--- src/common/sksx_pkg.sv ---
// Shared constants, opcodes, register map and states for the skip/sub/swap/table/xor unit
package sksx_pkg;
	localparam int ADDR_W = 8;
	localparam int DATA_W = 32;
	localparam int DM_AW  = 6;
	localparam int PA_W   = 16;
	localparam int PD_W   = 16;

	// Register byte addresses
	localparam logic [ADDR_W-1:0] REG_CMD      = 8'h00;
	localparam logic [ADDR_W-1:0] REG_ACC      = 8'h04;
	localparam logic [ADDR_W-1:0] REG_STATUS   = 8'h08;
	localparam logic [ADDR_W-1:0] REG_TBL_LOW  = 8'h0c;
	localparam logic [ADDR_W-1:0] REG_TBL_HIGH = 8'h10;
	localparam logic [ADDR_W-1:0] REG_TBL_BYTE = 8'h14;
	localparam logic [ADDR_W-1:0] REG_MEM_ADDR = 8'h18;
	localparam logic [ADDR_W-1:0] REG_MEM_DATA = 8'h1c;

	// Command register fields
	localparam int CMD_OP_LSB   = 0;
	localparam int CMD_BIT_LSB  = 4;
	localparam int CMD_ADDR_LSB = 8;
	localparam int CMD_IMM_LSB  = 16;
	localparam int CMD_GO_BIT   = 31;

	// Status register fields
	localparam int ST_CARRY  = 0;
	localparam int ST_NIBBLE = 1;
	localparam int ST_ZERO   = 2;
	localparam int ST_WRAP   = 3;
	localparam int ST_BUSY   = 8;
	localparam int ST_SKIP   = 9;

	// Final program page when only the low pointer is used
	localparam logic [7:0] LAST_PAGE = 8'hff;

	// Opcodes
	localparam logic [3:0] OP_INCR_SKIP_IF_ZERO        = 4'h0;
	localparam logic [3:0] OP_INCR_TO_ACC_SKIP_IF_ZERO = 4'h1;
	localparam logic [3:0] OP_BIT_SET_SKIP             = 4'h2;
	localparam logic [3:0] OP_MINUS_TO_ACC             = 4'h3;
	localparam logic [3:0] OP_MINUS_TO_MEM             = 4'h4;
	localparam logic [3:0] OP_MINUS_IMM                = 4'h5;
	localparam logic [3:0] OP_NIBBLE_EXCHANGE          = 4'h6;
	localparam logic [3:0] OP_NIBBLE_EXCHANGE_TO_ACC   = 4'h7;
	localparam logic [3:0] OP_ZERO_TEST_SKIP           = 4'h8;
	localparam logic [3:0] OP_COPY_ZERO_TEST_SKIP      = 4'h9;
	localparam logic [3:0] OP_BIT_CLEAR_SKIP           = 4'ha;
	localparam logic [3:0] OP_TABLE_FETCH              = 4'hb;
	localparam logic [3:0] OP_LAST_PAGE_TABLE_FETCH    = 4'hc;
	localparam logic [3:0] OP_EXCLUSIVE_OR_TO_ACC      = 4'hd;
	localparam logic [3:0] OP_EXCLUSIVE_OR_TO_MEM      = 4'he;
	localparam logic [3:0] OP_EXCLUSIVE_OR_IMM         = 4'hf;

	typedef enum logic [4:0] {
		S_IDLE  = 5'h01,
		S_READ  = 5'h02,
		S_EXEC  = 5'h04,
		S_TABLE = 5'h08,
		S_DUMMY = 5'h10
	} sksx_state_e;
endpackage

--- src/core/sksx_dmem.sv ---
// Single-port data memory with registered read data
module sksx_dmem #(
	parameter int AW = 6,
	parameter int DW = 8
) (
	input  wire logic          pclk,
	input  wire logic          we,
	input  wire logic [AW-1:0] addr,
	input  wire logic [DW-1:0] wdata,
	output logic      [DW-1:0] rdata_ff
);
	logic [DW-1:0] mem_ff [0:(1<<AW)-1];

	always_ff @(posedge pclk) begin
		if (we) begin
			mem_ff[addr] <= wdata;
		end
		rdata_ff <= mem_ff[addr];
	end
endmodule

--- src/core/sksx_core.sv ---
// Execution unit for skip, subtract, nibble exchange, table fetch and xor instructions
// Functional notes
// - Increment memory byte, skip when result zero
// - Increment into accumulator, memory unchanged, skip zero
// - Taken skips add dummy cycle; flags untouched
// - Skip when selected bit is one
// - Accumulator minus memory into accumulator, four flags
// - Carry cleared on borrow, set otherwise
// - Accumulator minus memory written back to memory
// - Accumulator minus immediate into accumulator
// - Exchange nibbles of memory byte in place
// - Exchanged nibbles to accumulator, memory unchanged
// - Skip when whole memory byte is zero
// - Copy byte to accumulator, skip if zero
// - Skip when selected bit is zero
// - Table word at full pointer to memory/high
// - Last-page table word using low pointer only
// - Xor memory into accumulator, zero flag only
// - Xor result written to memory, zero only
// - Xor immediate into accumulator, zero only
//
// Our own choices: the APB slave port and the placing of the registers.
module sksx_core
	import sksx_pkg::*;
(
	input  wire logic                        pclk,
	input  wire logic                        presetn,
	input  wire logic                        psel,
	input  wire logic                        penable,
	input  wire logic                        pwrite,
	input  wire logic [sksx_pkg::ADDR_W-1:0] paddr,
	input  wire logic [sksx_pkg::DATA_W-1:0] pwdata,
	output logic      [sksx_pkg::DATA_W-1:0] prdata,
	output logic                             pready,
	output logic                             pslverr,
	output logic      [sksx_pkg::PA_W-1:0]   prog_addr_ff,
	output logic                             prog_rd_ff,
	input  wire logic [sksx_pkg::PD_W-1:0]   prog_data,
	output logic                             skip_req_ff,
	output logic                             exec_done_ff
);
	import sksx_pkg::*;

	sksx_state_e       state_ff;
	sksx_state_e       nxt_state;
	logic [3:0]        op_ff;
	logic [2:0]        bit_ff;
	logic [DM_AW-1:0]  addr_ff;
	logic [7:0]        imm_ff;
	logic [7:0]        acc_ff;
	logic              carry_ff;
	logic              nibble_ff;
	logic              zero_ff;
	logic              wrap_ff;
	logic              skip_seen_ff;
	logic [7:0]        tbl_low_ff;
	logic [7:0]        tbl_high_ff;
	logic [7:0]        tbl_byte_ff;
	logic [DM_AW-1:0]  mem_addr_ff;
	logic              rd_wait_ff;
	logic [7:0]        mem_rdata;
	logic [7:0]        mem_wdata;
	logic [DM_AW-1:0]  mem_addr;
	logic              mem_we;

	logic              busy;
	logic              apb_acc;
	logic              apb_wr;
	logic              is_mem_data;
	logic              mapped;
	logic              go;

	logic [7:0]        sub_b;
	logic [8:0]        sub_full;
	logic [4:0]        sub_low;
	logic [7:0]        sub_res;
	logic [7:0]        inc_res;
	logic [7:0]        swap_res;
	logic [7:0]        xor_b;
	logic [7:0]        xor_res;
	logic              sel_bit;
	logic              is_sub;
	logic              is_xor;
	logic              is_skip_op;
	logic              skip_cond;
	logic              exec_we;
	logic [7:0]        exec_wdata;

	sksx_dmem #(
		.AW (DM_AW),
		.DW (8)
	) u_dmem (
		.pclk     (pclk),
		.we       (mem_we),
		.addr     (mem_addr),
		.wdata    (mem_wdata),
		.rdata_ff (mem_rdata)
	);

	assign busy        = (state_ff != S_IDLE);
	assign apb_acc     = psel & penable;
	assign is_mem_data = (paddr == REG_MEM_DATA);
	assign mapped      = (paddr == REG_CMD) | (paddr == REG_ACC) | (paddr == REG_STATUS)
		| (paddr == REG_TBL_LOW) | (paddr == REG_TBL_HIGH) | (paddr == REG_TBL_BYTE)
		| (paddr == REG_MEM_ADDR) | is_mem_data;
	// Memory port is shared, so data window accesses stall while executing
	assign pready  = ~is_mem_data | (~busy & (pwrite | rd_wait_ff));
	assign pslverr = apb_acc & pready & ~mapped;
	// Register writes are ignored while busy, so hardware and software never collide
	assign apb_wr  = apb_acc & pready & pwrite & ~busy;
	assign go      = apb_wr & (paddr == REG_CMD) & pwdata[CMD_GO_BIT];

	always_ff @(posedge pclk or negedge presetn) begin
		if (!presetn) begin
			rd_wait_ff <= 1'b0;
		end else begin
			rd_wait_ff <= apb_acc & is_mem_data & ~pwrite & ~busy & ~rd_wait_ff;
		end
	end

	always_comb begin
		prdata = '0;
		case (paddr)
			REG_CMD: begin
				prdata[CMD_OP_LSB +: 4]      = op_ff;
				prdata[CMD_BIT_LSB +: 3]     = bit_ff;
				prdata[CMD_ADDR_LSB +: DM_AW] = addr_ff;
				prdata[CMD_IMM_LSB +: 8]     = imm_ff;
			end
			REG_ACC:      prdata[7:0] = acc_ff;
			REG_STATUS: begin
				prdata[ST_CARRY]  = carry_ff;
				prdata[ST_NIBBLE] = nibble_ff;
				prdata[ST_ZERO]   = zero_ff;
				prdata[ST_WRAP]   = wrap_ff;
				prdata[ST_BUSY]   = busy;
				prdata[ST_SKIP]   = skip_seen_ff;
			end
			REG_TBL_LOW:  prdata[7:0] = tbl_low_ff;
			REG_TBL_HIGH: prdata[7:0] = tbl_high_ff;
			REG_TBL_BYTE: prdata[7:0] = tbl_byte_ff;
			REG_MEM_ADDR: prdata[DM_AW-1:0] = mem_addr_ff;
			REG_MEM_DATA: prdata[7:0] = mem_rdata;
			default:      prdata = '0;
		endcase
	end

	// Datapath
	assign is_sub     = (op_ff == OP_MINUS_TO_ACC) | (op_ff == OP_MINUS_TO_MEM)
		| (op_ff == OP_MINUS_IMM);
	assign is_xor     = (op_ff == OP_EXCLUSIVE_OR_TO_ACC) | (op_ff == OP_EXCLUSIVE_OR_TO_MEM)
		| (op_ff == OP_EXCLUSIVE_OR_IMM);
	assign sub_b      = (op_ff == OP_MINUS_IMM) ? imm_ff : mem_rdata;
	assign sub_full   = {1'b0, acc_ff} - {1'b0, sub_b};
	assign sub_low    = {1'b0, acc_ff[3:0]} - {1'b0, sub_b[3:0]};
	assign sub_res    = sub_full[7:0];
	assign inc_res    = mem_rdata + 8'h01;
	assign swap_res   = {mem_rdata[3:0], mem_rdata[7:4]};
	assign xor_b      = (op_ff == OP_EXCLUSIVE_OR_IMM) ? imm_ff : mem_rdata;
	assign xor_res    = acc_ff ^ xor_b;
	assign sel_bit    = mem_rdata[bit_ff];

	always_comb begin
		is_skip_op = 1'b1;
		skip_cond  = 1'b0;
		case (op_ff)
			OP_INCR_SKIP_IF_ZERO:        skip_cond = (inc_res == 8'h00);
			OP_INCR_TO_ACC_SKIP_IF_ZERO: skip_cond = (inc_res == 8'h00);
			OP_BIT_SET_SKIP:             skip_cond = sel_bit;
			OP_ZERO_TEST_SKIP:           skip_cond = (mem_rdata == 8'h00);
			OP_COPY_ZERO_TEST_SKIP:      skip_cond = (mem_rdata == 8'h00);
			OP_BIT_CLEAR_SKIP:           skip_cond = ~sel_bit;
			default:                     is_skip_op = 1'b0;
		endcase
	end

	always_comb begin
		exec_we    = 1'b0;
		exec_wdata = 8'h00;
		case (op_ff)
			OP_INCR_SKIP_IF_ZERO: begin
				exec_we    = 1'b1;
				exec_wdata = inc_res;
			end
			OP_MINUS_TO_MEM: begin
				exec_we    = 1'b1;
				exec_wdata = sub_res;
			end
			OP_NIBBLE_EXCHANGE: begin
				exec_we    = 1'b1;
				exec_wdata = swap_res;
			end
			OP_TABLE_FETCH, OP_LAST_PAGE_TABLE_FETCH: begin
				exec_we    = 1'b1;
				exec_wdata = prog_data[7:0];
			end
			OP_EXCLUSIVE_OR_TO_MEM: begin
				exec_we    = 1'b1;
				exec_wdata = xor_res;
			end
			default: begin
				exec_we    = 1'b0;
				exec_wdata = 8'h00;
			end
		endcase
	end

	assign mem_addr  = busy ? addr_ff : mem_addr_ff;
	assign mem_we    = (state_ff == S_EXEC) ? exec_we : (apb_wr & is_mem_data);
	assign mem_wdata = (state_ff == S_EXEC) ? exec_wdata : pwdata[7:0];

	always_comb begin
		nxt_state = state_ff;
		case (state_ff)
			S_IDLE: begin
				if (go) begin
					if ((pwdata[CMD_OP_LSB +: 4] == OP_TABLE_FETCH)
						|| (pwdata[CMD_OP_LSB +: 4] == OP_LAST_PAGE_TABLE_FETCH)) begin
						nxt_state = S_TABLE;
					end else begin
						nxt_state = S_READ;
					end
				end
			end
			S_READ:  nxt_state = S_EXEC;
			S_TABLE: nxt_state = S_EXEC;
			// Dummy slot stands in for the fetch that a taken skip throws away
			S_EXEC:  nxt_state = (is_skip_op & skip_cond) ? S_DUMMY : S_IDLE;
			S_DUMMY: nxt_state = S_IDLE;
			default: nxt_state = S_IDLE;
		endcase
	end

	always_ff @(posedge pclk or negedge presetn) begin
		if (!presetn) begin
			state_ff <= S_IDLE;
		end else begin
			state_ff <= nxt_state;
		end
	end

	always_ff @(posedge pclk or negedge presetn) begin
		if (!presetn) begin
			op_ff   <= OP_INCR_SKIP_IF_ZERO;
			bit_ff  <= 3'h0;
			addr_ff <= '0;
			imm_ff  <= 8'h00;
		end else if (apb_wr && (paddr == REG_CMD)) begin
			op_ff   <= pwdata[CMD_OP_LSB +: 4];
			bit_ff  <= pwdata[CMD_BIT_LSB +: 3];
			addr_ff <= pwdata[CMD_ADDR_LSB +: DM_AW];
			imm_ff  <= pwdata[CMD_IMM_LSB +: 8];
		end
	end

	always_ff @(posedge pclk or negedge presetn) begin
		if (!presetn) begin
			acc_ff <= 8'h00;
		end else if (apb_wr && (paddr == REG_ACC)) begin
			acc_ff <= pwdata[7:0];
		end else if (state_ff == S_EXEC) begin
			case (op_ff)
				OP_INCR_TO_ACC_SKIP_IF_ZERO: acc_ff <= inc_res;
				OP_MINUS_TO_ACC:             acc_ff <= sub_res;
				OP_MINUS_IMM:                acc_ff <= sub_res;
				OP_NIBBLE_EXCHANGE_TO_ACC:   acc_ff <= swap_res;
				OP_COPY_ZERO_TEST_SKIP:      acc_ff <= mem_rdata;
				OP_EXCLUSIVE_OR_TO_ACC:      acc_ff <= xor_res;
				OP_EXCLUSIVE_OR_IMM:         acc_ff <= xor_res;
				default:                     acc_ff <= acc_ff;
			endcase
		end
	end

	// Only subtract and xor touch flags; everything else leaves them
	always_ff @(posedge pclk or negedge presetn) begin
		if (!presetn) begin
			carry_ff  <= 1'b0;
			nibble_ff <= 1'b0;
			zero_ff   <= 1'b0;
			wrap_ff   <= 1'b0;
		end else if (apb_wr && (paddr == REG_STATUS)) begin
			carry_ff  <= pwdata[ST_CARRY];
			nibble_ff <= pwdata[ST_NIBBLE];
			zero_ff   <= pwdata[ST_ZERO];
			wrap_ff   <= pwdata[ST_WRAP];
		end else if ((state_ff == S_EXEC) && is_sub) begin
			carry_ff  <= ~sub_full[8];
			nibble_ff <= ~sub_low[4];
			zero_ff   <= (sub_res == 8'h00);
			wrap_ff   <= (acc_ff[7] != sub_b[7]) && (sub_res[7] != acc_ff[7]);
		end else if ((state_ff == S_EXEC) && is_xor) begin
			zero_ff   <= (xor_res == 8'h00);
		end
	end

	always_ff @(posedge pclk or negedge presetn) begin
		if (!presetn) begin
			tbl_low_ff  <= 8'h00;
			tbl_high_ff <= 8'h00;
			mem_addr_ff <= '0;
		end else if (apb_wr) begin
			if (paddr == REG_TBL_LOW) begin
				tbl_low_ff <= pwdata[7:0];
			end
			if (paddr == REG_TBL_HIGH) begin
				tbl_high_ff <= pwdata[7:0];
			end
			if (paddr == REG_MEM_ADDR) begin
				mem_addr_ff <= pwdata[DM_AW-1:0];
			end
		end
	end

	always_ff @(posedge pclk or negedge presetn) begin
		if (!presetn) begin
			prog_addr_ff <= '0;
			prog_rd_ff   <= 1'b0;
		end else begin
			prog_rd_ff <= go && (nxt_state == S_TABLE);
			if (go && (pwdata[CMD_OP_LSB +: 4] == OP_TABLE_FETCH)) begin
				prog_addr_ff <= {tbl_high_ff, tbl_low_ff};
			end else if (go && (pwdata[CMD_OP_LSB +: 4] == OP_LAST_PAGE_TABLE_FETCH)) begin
				prog_addr_ff <= {LAST_PAGE, tbl_low_ff};
			end
		end
	end

	always_ff @(posedge pclk or negedge presetn) begin
		if (!presetn) begin
			tbl_byte_ff <= 8'h00;
		end else if ((state_ff == S_EXEC)
			&& ((op_ff == OP_TABLE_FETCH) || (op_ff == OP_LAST_PAGE_TABLE_FETCH))) begin
			tbl_byte_ff <= prog_data[15:8];
		end
	end

	always_ff @(posedge pclk or negedge presetn) begin
		if (!presetn) begin
			skip_req_ff  <= 1'b0;
			exec_done_ff <= 1'b0;
			skip_seen_ff <= 1'b0;
		end else begin
			skip_req_ff  <= (state_ff == S_EXEC) && is_skip_op && skip_cond;
			exec_done_ff <= (nxt_state == S_IDLE) && busy;
			if (state_ff == S_EXEC) begin
				skip_seen_ff <= is_skip_op && skip_cond;
			end
		end
	end
endmodule

--- config.mk ---
export PLATFORM = sky130hd
export DESIGN_NAME = sksx_core
export DESIGN_NICKNAME = d
export VERILOG_FILES = /design/src/common/sksx_pkg.sv /design/src/core/sksx_dmem.sv /design/src/core/sksx_core.sv
export SDC_FILE = /design/constraint.sdc
export NUM_CORES = 1
export LEC_CHECK = 0
export BUFFER_PORTS_ARGS = -buffer_cell sky130_fd_sc_hd__buf_2
export CORE_ASPECT_RATIO = 1.1
export CORE_MARGIN = 2
export CORE_UTILIZATION = 32
export CTS_BUF_LIST = sky130_fd_sc_hd__clkbuf_8
export DETAILED_ROUTE_END_ITERATION = 10
export REMOVE_ABC_BUFFERS = 1
export SYNTH_ARGS = -nofsm -noshare
export SYNTH_HDL_FRONTEND = slang
export SYNTH_SLANG_ARGS = --single-unit
--- constraint.sdc ---
create_clock -name pclk -period 6.05 [get_ports pclk]
set_input_delay 0.3025 -clock pclk [delete_from_list [all_inputs] [get_ports pclk]]
set_output_delay 0.3025 -clock pclk [all_outputs]
set_load 0.005 [all_outputs]
Word-level counts from Yosys, hierarchy flattened

Memories as Yosys holds them, arrays and structs flattened. A register that Yosys moved wholly into a read port is not among the register bits.
Index checks and enable logic that the tools add are counted.

Bits in registers: 89
Memory bits (writable): 512
Bits of input ports: 61
Logic and storage cells: 171
Output and inout bits: 53
Memories kept: 1

Magnitude comparators: 1
$add $sub $neg: 3
Reduce and logical (&&, ||, !) cells: 39
Bitwise logic cells: 36
Multiplexer cells: 38
Equality and inequality tests: 33

Memory list:

| name          | words | bits a word | rd ports | clocked after memory_dff | wr ports | line            | text |
|---|---|---|---|---|---|---|---|
| u_dmem.mem_ff | 64    | 8           | 1        | 1                        | 1        | sksx_dmem.sv:12 | `logic [DW-1:0] mem_ff [0:(1<<AW)-1];` |

Operator list:

| cell                  | count |
|---|---|
| $pmux W8 S5           | 2 |
| $mux W8               | 6 |
| $eq A4 B4 Y1 const B  | 10 |
| $logic_not A8 Y1      | 5 |
| $eq A8 B5 Y1 const B  | 4 |
| $mux W16              | 2 |
| $pmux W4 S8           | 1 |
| $eq A4 B3 Y1 const B  | 4 |
| $eq A8 B4 Y1 const B  | 2 |
| $mux W1               | 15 |
| $pmux W5 S3           | 1 |
| $and A1 B1 Y1         | 14 |
| $logic_and A1 B1 Y1   | 14 |
| $pmux W2 S7           | 1 |
| $or A1 B1 Y1          | 13 |
| $reduce_or A2 Y1      | 6 |
| $reduce_or A6 Y1      | 2 |
| $eq A5 B1 Y1 const B  | 2 |
| $eq A5 B4 Y1 const B  | 2 |
| $mux W5               | 2 |
| $sub A8 B8 Y9         | 1 |
| $add A8 B1 Y8 const B | 1 |
| $eq A4 B2 Y1 const B  | 2 |
| $eq A8 B3 Y1 const B  | 1 |
| other kinds (22)      | 37 |

Logic depth before layout (Yosys ltp)

Gate-level depths: netlist of the first run.

Depth after elaboration: 13
Mapped depth: 16
Gate-level depth less buffers: 13

Cells and area by module

From an unflattened synthesis of the first run, not the netlist that was laid out.

Cells, all modules: 1768
Area total of the unflattened synthesis: 26407.8 um2

Modules (own cells, without submodules):

| module    | cells each | times used | sequential area each (um2) | area each (um2) |
|---|---|---|---|---|
| sksx_dmem | 1171       | 1          | 15534.9                    | 20449.6 |
| sksx_core | 597        | 1          | 2228.4                     | 5958.2 |

Least setup slack after synthesis of the first run

Ideal clock, no wire load.

Path kind: reg-to-reg
From: register op_ff[2]
To: memory u_dmem.mem_ff[0][6] (data pin)
Path buffers: 4
Clock period less this slack: 6.415 ns
Cell stages (with the launch flop): 16
Arrival time: 5.713 ns
Setup slack: -0.365 ns
Cell sequence: dfrtp_1 -> buf_2 -> buf_1 -> clkbuf_1 -> and3_1 -> clkbuf_1 -> o21ai_0 -> ha_1 -> fa_1 -> nand2b_1 -> a21oi_1 -> nor4_1 -> nor3_1 -> a221o_1 -> a21oi_1 -> o21ai_0

Longest elaborated chain between the ends: 5
Elaborated cells on any way between the ends: 15
Those cells by class: add/sub: 1; eq/ne: 7; mux: 4; bitwise: 1; reduce/logical: 2

RTL lines:

| element                                               | line                               | text |
|---|---|---|
| from (decl)                                           | sksx_core.sv:46                    | `logic [3:0] op_ff;` |
| from (signal assigned)                                | sksx_core.sv:249                   | `op_ff <= pwdata[CMD_OP_LSB +: 4];` |
| $eq A4 B3 Y1 / $eq A4 B4 Y1 (equally long branches)   | sksx_core.sv:153, sksx_core.sv:159 |  |
| $mux W8 (on tied branches)                            | sksx_core.sv:153, sksx_core.sv:159 |  |
| $sub A8 B8 Y9 / $xor A8 B8 Y8 (equally long branches) | sksx_core.sv:154, sksx_core.sv:160 |  |
| $pmux W8 S5 (*)                                       | sksx_core.sv:180                   | `case (op_ff)` |
| $mux W8 (*)                                           | sksx_core.sv:210                   | `assign mem_wdata = (state_ff == S_EXEC) ? exec_wdata : pwdata[7:0];` |
| named net mem_wdata[6]                                | sksx_core.sv:62                    | `logic [7:0] mem_wdata;` |
| to (decl)                                             | sksx_dmem.sv:12                    |  |

Mark *: on every way through the listed nets, which the timed path passes. The rest lies on a longest branch.

Final worst setup path of the first run

From: register state_ff[4]
To: memory u_dmem.mem_ff[19][7], enable pin

Longest elaborated chain between the ends: 11
Elaborated cells on any way between the ends: 13
Those cells by class: eq/ne: 2; mux: 4; bitwise: 7

RTL lines:

| element                       | line                               | text |
|---|---|---|
| from (decl)                   | sksx_core.sv:44                    | `sksx_state_e state_ff;` |
| from (signal assigned)        | sksx_core.sv:238                   | `state_ff <= nxt_state;` |
| $ne A5 B1 Y1                  | sksx_core.sv:100                   | `assign busy = (state_ff != S_IDLE);` |
| $not A1 Y1                    | sksx_core.sv:107, sksx_core.sv:110 |  |
| $and A1 B1 Y1                 | sksx_core.sv:107                   | `assign pready = ~is_mem_data \| (~busy & (pwrite \| rd_wait_ff));` |
| $or A1 B1 Y1                  | sksx_core.sv:107                   |  |
| $and A1 B1 Y1 (3 in series)   | sksx_core.sv:110                   | `assign apb_wr = apb_acc & pready & pwrite & ~busy;` |
| $and A1 B1 Y1                 | sksx_core.sv:209                   | `assign mem_we = (state_ff == S_EXEC) ? exec_we : (apb_wr & is_mem_data);` |
| $mux W1                       | sksx_core.sv:209                   |  |
| $mux W1                       | sksx_dmem.sv:15                    | `if (we) begin` |
| $mux W1 (implied by the code) | sksx_dmem.sv:16                    | `mem_ff[addr] <= wdata;` |

Several ways; a longest one is shown, not always the timed one.

==> impl_metrics.py, run 1 <==
metrics = {
    "status": {
        "outcome": "finished clean",
    },
    "timing": {
        "tns_ns": 0,
        "fin_worst_skew_ns": 0.05878,
        "rsz0062_at_grt": "false",
        "timing.fmax_mhz": 209.1,
        "worst-slew-pin-transition_ns": 1.202,
        "period_needed_ns": 4.782,
        "slew_violations": 0,
        "finalCritPeriodShare_pct": 79.05,
        "setup_viol": 0,
        "relSlewSlack_pct": 19.28,
        "hold_violations": 0,
        "setup_slack_ns": 1.268,
    },
    "power_and_ir_drop": {
        "power.density_nw_per_um2": 284.6,
        "leakage_nw": 10.69,
        "power_frac_clock_pct": 40.6,
        "seq_power_share_pct": 54.1,
        "p_total_mw": 8.496,
        "combinationalPowerShare_pct": 5.3,
        "switching_share_pct": 23.21,
        "p_int_mw": 6.524,
        "p_sw_mw": 1.972,
        "ir_worst_vdd_mv": 0.1344,
    },
    "layout": {
        "layout.nets": 1997,
        "drive_gt1_share_pct": 17.99,
        "layout_common_cells": "512 x edfxtp_1, 143 x a21boi_0, 100 x nor2_1",
        "layout_commonest_cell": "edfxtp_1",
        "nFillCells": 7564,
        "fin_cells": 3051,
        "syn_to_final_growth_pct": 15.53,
    },
    "clock_tree": {
        "clk_pin_slew_ns": 0.06,
        "cts.sinks": 609,
        "clk_latency_ns": 0.73,
        "htree_levels": 3,
        "cts_setup_buffers": 0,
        "cts_buffer_depth": 3,
        "numCtsBuffers": 95,
        "cts_root_buffer": "clkbuf_8",
        "cts_tree": "built",
    },
    "critical_path": {
        "crit_chain": "nor4_4, nand4_1, nand2_2, nand2_1, nor2_1",
        "critPathKind": "flop to flop",
        "startpoint": "state_ff[4]",
        "crit_arrival_ns": 5.08,
        "r2r_start": "state_ff[4]",
        "endpoint_kind": "flop",
        "reg2reg_slack_ns": 1.27,
        "critPathCapture": "u_dmem.mem_ff[19][7]",
        "crit_required_ns": 6.34,
        "ff2ff_path_depth": 5,
        "cp_max_fo": 23,
        "slowest_stage": "nor2_1",
        "worstReg2RegEnd": "u_dmem.mem_ff[19][7]",
        "startpoint_type": "flop",
        "max_stage_delay_ns": 0.88,
    },
    "synth": {
        "synth-edff-count": 512,
        "synth_flop_cell": "edfxtp_1",
        "synthCells": 1767,
        "ys_ff_latch": 609,
        "async_flop_share_pct": 14.61,
        "synth_top_area_cell": "edfxtp_1",
        "synth_top_area_share_pct": 59.50,
        "netlist_top_cells_area": "edfxtp_1 60%, dfrtp_1 8.5%, a21boi_0 4.2%",
        "synth_cell_type_count": 71,
        "synth_warnings": 0,
        "netlist_area_sq_um": 25840,
        "post_synth.cell_area_avg_sq_um": 14.62,
        "ys_seq_area_share_pct": 68.74,
    },
    "place": {
        "gp_congestion": 0.8991,
        "io_buffers": 94,
        "dp_slack_ns": 1.476,
        "dpl.hpwl_mm": 47.77,
        "place_inst": 2849,
    },
    "floorplanning": {
        "io_pins": 114,
        "fp.dieH_um": 302.0,
        "core_area_sq_um": 80190,
        "rows": 109,
        "start_util_pct": 32.22,
        "dieArea_sq_um": 83040,
        "die_w_um": 274.9,
    },
    "drt": {
        "vias_per_cell": 5.564,
        "ant_nets": 0,
        "wl_per_cell_um": 25.02,
        "drtIter0Drc": 1833,
        "dr.pass1.iters": 8,
        "post-route-drc-count": 0,
        "wl_mm": 76.32,
        "via_count": 16980,
    },
    "flow_run": {
        "max_cap_viol_count": 0,
    },
    "grt": {
        "grt.overflow.total": 0,
        "grt_pass1_wl_mm": 110.7,
        "grt_pass1_vias": 16790,
        "grt_usage_pct": 18.00,
        "antenna_found_initial": 1,
        "grt_max_degree": 66,
    },
    "min_path": {
        "min_path_type": "input pin to async pin",
    },
}
==> power groups by stage <==
stage	clock, mW	sequential (mW)	combinational, mW
6_report	3.45	4.59	0.452
5_1_grt	3.67	4.59	0.481
4_1_cts	3.51	4.59	0.447
3_5_place_dp	0	4.68	0.430
3_3_place_gp	0	4.68	0.425
2_1_floorplan	0	4.68	0.220
==> kinds of logic after synthesis <==
logic type               count (synthesis)  synth area share (%)
AO/OA/AOI/OAI                          566                 17.42
multiplexers                            90                 3.888
other                                    1               0.01451
flip-flops                             609                 68.74
buffers and inverters                  142                 2.261
XOR/XNOR                                23                0.7796
adder cells (fa/ha/maj)                 12                0.6101
AND/OR/NAND/NOR                        324                 6.285
==> routing by layer <==
metal  wire length (um)  vias up  track usage (%)
met2              36490      746            29.43
met3               5149      137            2.818
li1                   -     7398                -
met5                  0        -                0
met4               2727        0            7.645
met1              31960     8694            23.82
==> cell usage after synthesis, drive strengths merged, types with 14 or more instances <==
cell type / instances
edfxtp: 512
a22oi: 62
a22o: 98
a221oi: 32
a21oi: 16
o21ai: 36
clkbuf: 92
a21boi: 144
o31ai: 19
a2111o: 37
and2: 20
nand2: 71
nor3: 33
nor2: 102
mux2: 63
mux2i: 25
buf: 33
a31oi: 26
dfrtp: 88
inv: 17
nand2b: 14
==> layout make-up <==
cell class	instances	area [sq um]	share of cell area [%]
Sequential cell	609	17760	59.50
Multi-Input combinational cell	1025	7654	25.64
Clock buffer	97	1335	4.472
Tap cell	1054	1319	4.418
Timing Repair Buffer	176	1181	3.957
Clock inverter	72	534.3	1.790
Inverter	17	63.81	0.2138
Antenna cell	1	2.502	0.008383
==> worst min path at each step <==
stage	from	end	cells after the start	slack, ns
after floorplan	presetn	acc_ff[0]	0	0.007
after global placement	presetn	imm_ff[0]	1	0.26
after detailed placement	presetn	imm_ff[0]	1	0.27
after CTS	pwdata[0]	carry_ff	2	0.04
after global routing	pwdata[0]	carry_ff	2	0.06
final	presetn	imm_ff[0]	2	0.09
==> what timing repair did <==
| action | 4_1_cts | 5_1_grt |
|---|---|---|
| hold buffers | 32 | 0 |
| hold endpoints to repair | 77 | 0 |
| resized for setup | 0 | 0 |
==> metrics by stage <==
step	instance area (sq um)	hold slack, ns	util, %
floorplan	25350	0.006909	-
global placement	27660	0.2560	34.49
detailed placement	27660	0.2675	34.49
CTS	29850	0.03684	37.22
global route	29850	0.06327	37.23
finish	29850	0.08535	37.23
==> sequential cells by signal, indices dropped and copies added, names as in the netlist, 3 cells and up <==
register,count
state_ff,5
op_ff,4
acc_ff,8
imm_ff,8
tbl_high_ff,8
tbl_low_ff,8
u_dmem.rdata_ff,8
prog_addr_ff,16
bit_ff,3
addr_ff,6
tbl_byte_ff,8
u_dmem.mem_ff,512
mem_addr_ff,6
==> critical path: cells and delay by family, from the launching register on <==
| kind | cells | cell delay (ns) |
|---|---|---|
| flops | 1 | 0.44 |
| simple gates | 5 | 3.92 |
(Power assumes the default switching activity.)
==> run 2, diff against run 1 <==
ABC_AREA = 1   (was unset)
clock period = 4.2 ns   (was 6.05 ns; I/O delays follow)
==> run 2 against run 1 <==
Compared with the run above:
- register-to-register slack worse by 0.68 ns
- synthesized cell count up 70%
- sequential share of layout area fell by 5.1 points
- setup slack worse by 0.68 ns
- die area increased by 8.4%
- sequential power increased by 44%
- global-route usage increased by 0.23 points
- flip-flop and latch count unchanged
==> impl_metrics.py, run 2 <==
metrics = {
    "status": {
        "outcome": "finished clean",
    },
    "clock_tree": {
        "cts_tree": "built",
        "cts_hold_buf": 33,
        "cts_root_buffer": "clkbuf_8",
        "cts_buffer_depth": 3,
        "cts.sinks": 609,
        "clk_pin_slew_ns": 0.07,
        "cts_setup_buffers": 0,
        "clk_latency_ns": 0.73,
        "htree_levels": 3,
        "numCtsBuffers": 103,
        "cts_resized": 0,
    },
    "floorplanning": {
        "die_w_um": 286.2,
        "fp.dieH_um": 314.5,
        "start_util_pct": 32.40,
        "dieArea_sq_um": 90010,
        "io_pins": 114,
        "rows": 113,
        "core_area_sq_um": 86530,
    },
    "layout": {
        "fin_cells": 4443,
        "nFillCells": 8653,
        "layout_common_cells": "1531 x nand2_1, 512 x edfxtp_1, 181 x nand3_1",
        "drive_gt1_share_pct": 11.76,
        "largestRegisters": "u_dmem.mem_ff: 512 flops, prog_addr_ff: 16 flops",
        "largest_reg_flops": 512,
        "design_area_sq_um": 32670,
        "top_register": "u_dmem.mem_ff",
        "layout_commonest_cell": "nand2_1",
        "final-seq-area_sq_um": 17760,
        "syn_to_final_growth_pct": 16.51,
        "multiInputGateArea_sq_um": 9318,
        "layout.nets": 3283,
    },
    "min_path": {
        "min_path_type": "input pin to flop",
    },
    "power_and_ir_drop": {
        "power.density_nw_per_um2": 389.4,
        "leakage_nw": 14.14,
        "ir_worst_vdd_mv": 0.2110,
    },
    "critical_path": {
        "cp_max_fo": 41,
        "critPathBufInv": 3,
        "critPathKind": "flop to flop",
        "endpoint_kind": "flop",
        "path_delay_family": "buffers and inverters",
        "max_stage_delay_ns": 0.44,
        "crit_required_ns": 4.73,
        "reg2reg_slack_ns": 0.59,
        "crit_arrival_ns": 4.14,
        "slowest_stage": "fa_1",
        "startpoint_type": "flop",
        "crit_chain": "inv_1, nand4_1, buf_4, nand2_1, o21ai_0, ha_1, fa_1, xnor2_1, a22oi_1, o2111ai_1, nand2_1, o21ai_4, buf_4",
    },
    "synth": {
        "synth_cell_type_count": 48,
        "synth_flop_cell": "edfxtp_1",
        "synth_commonest_cells": "1534 x nand2_1, 512 x edfxtp_1, 181 x nand3_1",
        "synth_top_area_share_pct": 54.84,
        "synth_warnings": 0,
        "netlist_top_cells_area": "edfxtp_1 55%, nand2_1 21%, dfrtp_1 7.9%",
        "synthCells": 3002,
        "netlist_area_sq_um": 28040,
        "ys_seq_area_share_pct": 63.35,
        "synth_top_area_cell": "edfxtp_1",
        "ys_ff_latch": 609,
        "async_flop_share_pct": 14.61,
        "synth-edff-count": 512,
        "yosysMostFrequentCell": "nand2_1",
        "post_synth.cell_area_avg_sq_um": 9.340,
    },
    "drt": {
        "via_count": 21520,
        "drtIter0Drc": 1842,
        "vias_per_cell": 4.843,
        "wl_mm": 83.24,
        "ant_nets": 0,
        "wl_per_cell_um": 18.74,
        "post-route-drc-count": 0,
        "dr.pass1.iters": 5,
    },
    "timing": {
        "slew_violations": 0,
        "finalCritPeriodShare_pct": 85.95,
        "rsz0062_at_grt": "false",
        "fin_worst_skew_ns": 0.05397,
        "period_needed_ns": 3.610,
        "timing.fmax_mhz": 277.0,
        "tns_ns": 0,
        "worst-slew-pin-transition_ns": 1.212,
        "relSlewSlack_pct": 18.92,
        "hold_violations": 0,
        "setup_viol": 0,
        "timing.hold.ws_ns": 0.06631,
    },
    "grt": {
        "grt_pass1_wl_mm": 125.0,
        "grt_max_degree": 97,
        "grt_pass1_vias": 20600,
        "antenna_found_initial": 1,
        "grt.overflow.total": 0,
        "grt_usage_pct": 18.23,
    },
    "flow_run": {
        "max_cap_viol_count": 0,
    },
    "place": {
        "dpl.hpwl_mm": 51.07,
        "place_inst": 4222,
        "io_buffers": 94,
        "gp_congestion": 0.9669,
        "place_area_sq_um": 30430,
    },
}
[run 2: cell types whose count changed after synthesis, sizes merged, moves of 37 or more]
cell,previous run,this run
nand2,71,1534
a21boi,144,0
mux2,63,8
a22o,98,0
buf,33,78
a2111o,37,0
a22oi,62,5
inv,17,121
o21ai,36,101
nand3,12,182
[run 2: report_power, final]
part           internal, mW  leakage, nW  switching [mW]  total, mW
registers              6.59         5.69          0.0408       6.63
clock network          2.49         1.12            2.47       4.95
logic                 0.329         7.33           0.808       1.14
[run 2: cell families after synthesis]
kind of cell / Yosys count / share of synthesized area [%]
AND/OR/NAND/NOR: 1894 / 26.88
flip-flops: 609 / 63.35
buffers and inverters: 268 / 4.039
AO/OA/AOI/OAI: 187 / 4.110
XOR/XNOR: 23 / 0.7184
adder cells (fa/ha/maj): 12 / 0.5623
multiplexers: 8 / 0.3213
other: 1 / 0.01337
[run 2: layout make-up]
type / count / area share (%)
clock buffers: 110 / 4.635
flip-flops and latches: 609 / 54.38
inverters: 124 / 1.433
diodes: 1 / 0.007660
multi-input cells: 2134 / 28.52
well taps: 1150 / 4.405
clock inverters: 77 / 1.187
repair buffers: 238 / 5.431
[run 2: final timing paths]
check                                 startpoint                   to  cells after the start
min in group asynchronous                presetn            imm_ff[6]                      2
max in group asynchronous                presetn          state_ff[0]                      3
worst min register to register  prog_addr_ff[14]     prog_addr_ff[14]                      2
worst max-delay path                    op_ff[1]  u_dmem.mem_ff[8][2]                     13
worst min-delay path                  pwdata[31]     prog_addr_ff[10]                      6
worst max register to register          op_ff[1]  u_dmem.mem_ff[8][2]                     13
[run 2: worst min-delay path, delay by kind of cell]
kind / cells / cell delay (ns)
buf+inv: 3 / 0.33
simple gates: 2 / 0.09
compound gates: 1 / 0.09
[run 2: per-layer routing]
metal | wire, um | up-vias | track usage, %
li1 | - | 10310 | -
met1 | 36030 | 10260 | 24.37
met2 | 39540 | 779 | 30.07
met3 | 5071 | 171 | 2.725
met4 | 2604 | 0 | 6.640
met5 | 0 | - | 0
[run 2: per-stage QoR]
step	power [mW]	setup slack (ns)	util [%]
2_1_floorplan	7.391	-4.802	-
3_3_place_gp	7.854	0.6722	35.17
3_5_place_dp	7.850	0.6291	35.17
4_1_cts	12.81	0.6119	37.75
5_1_grt	13.17	0.3051	37.75
6_report	12.72	0.5900	37.75
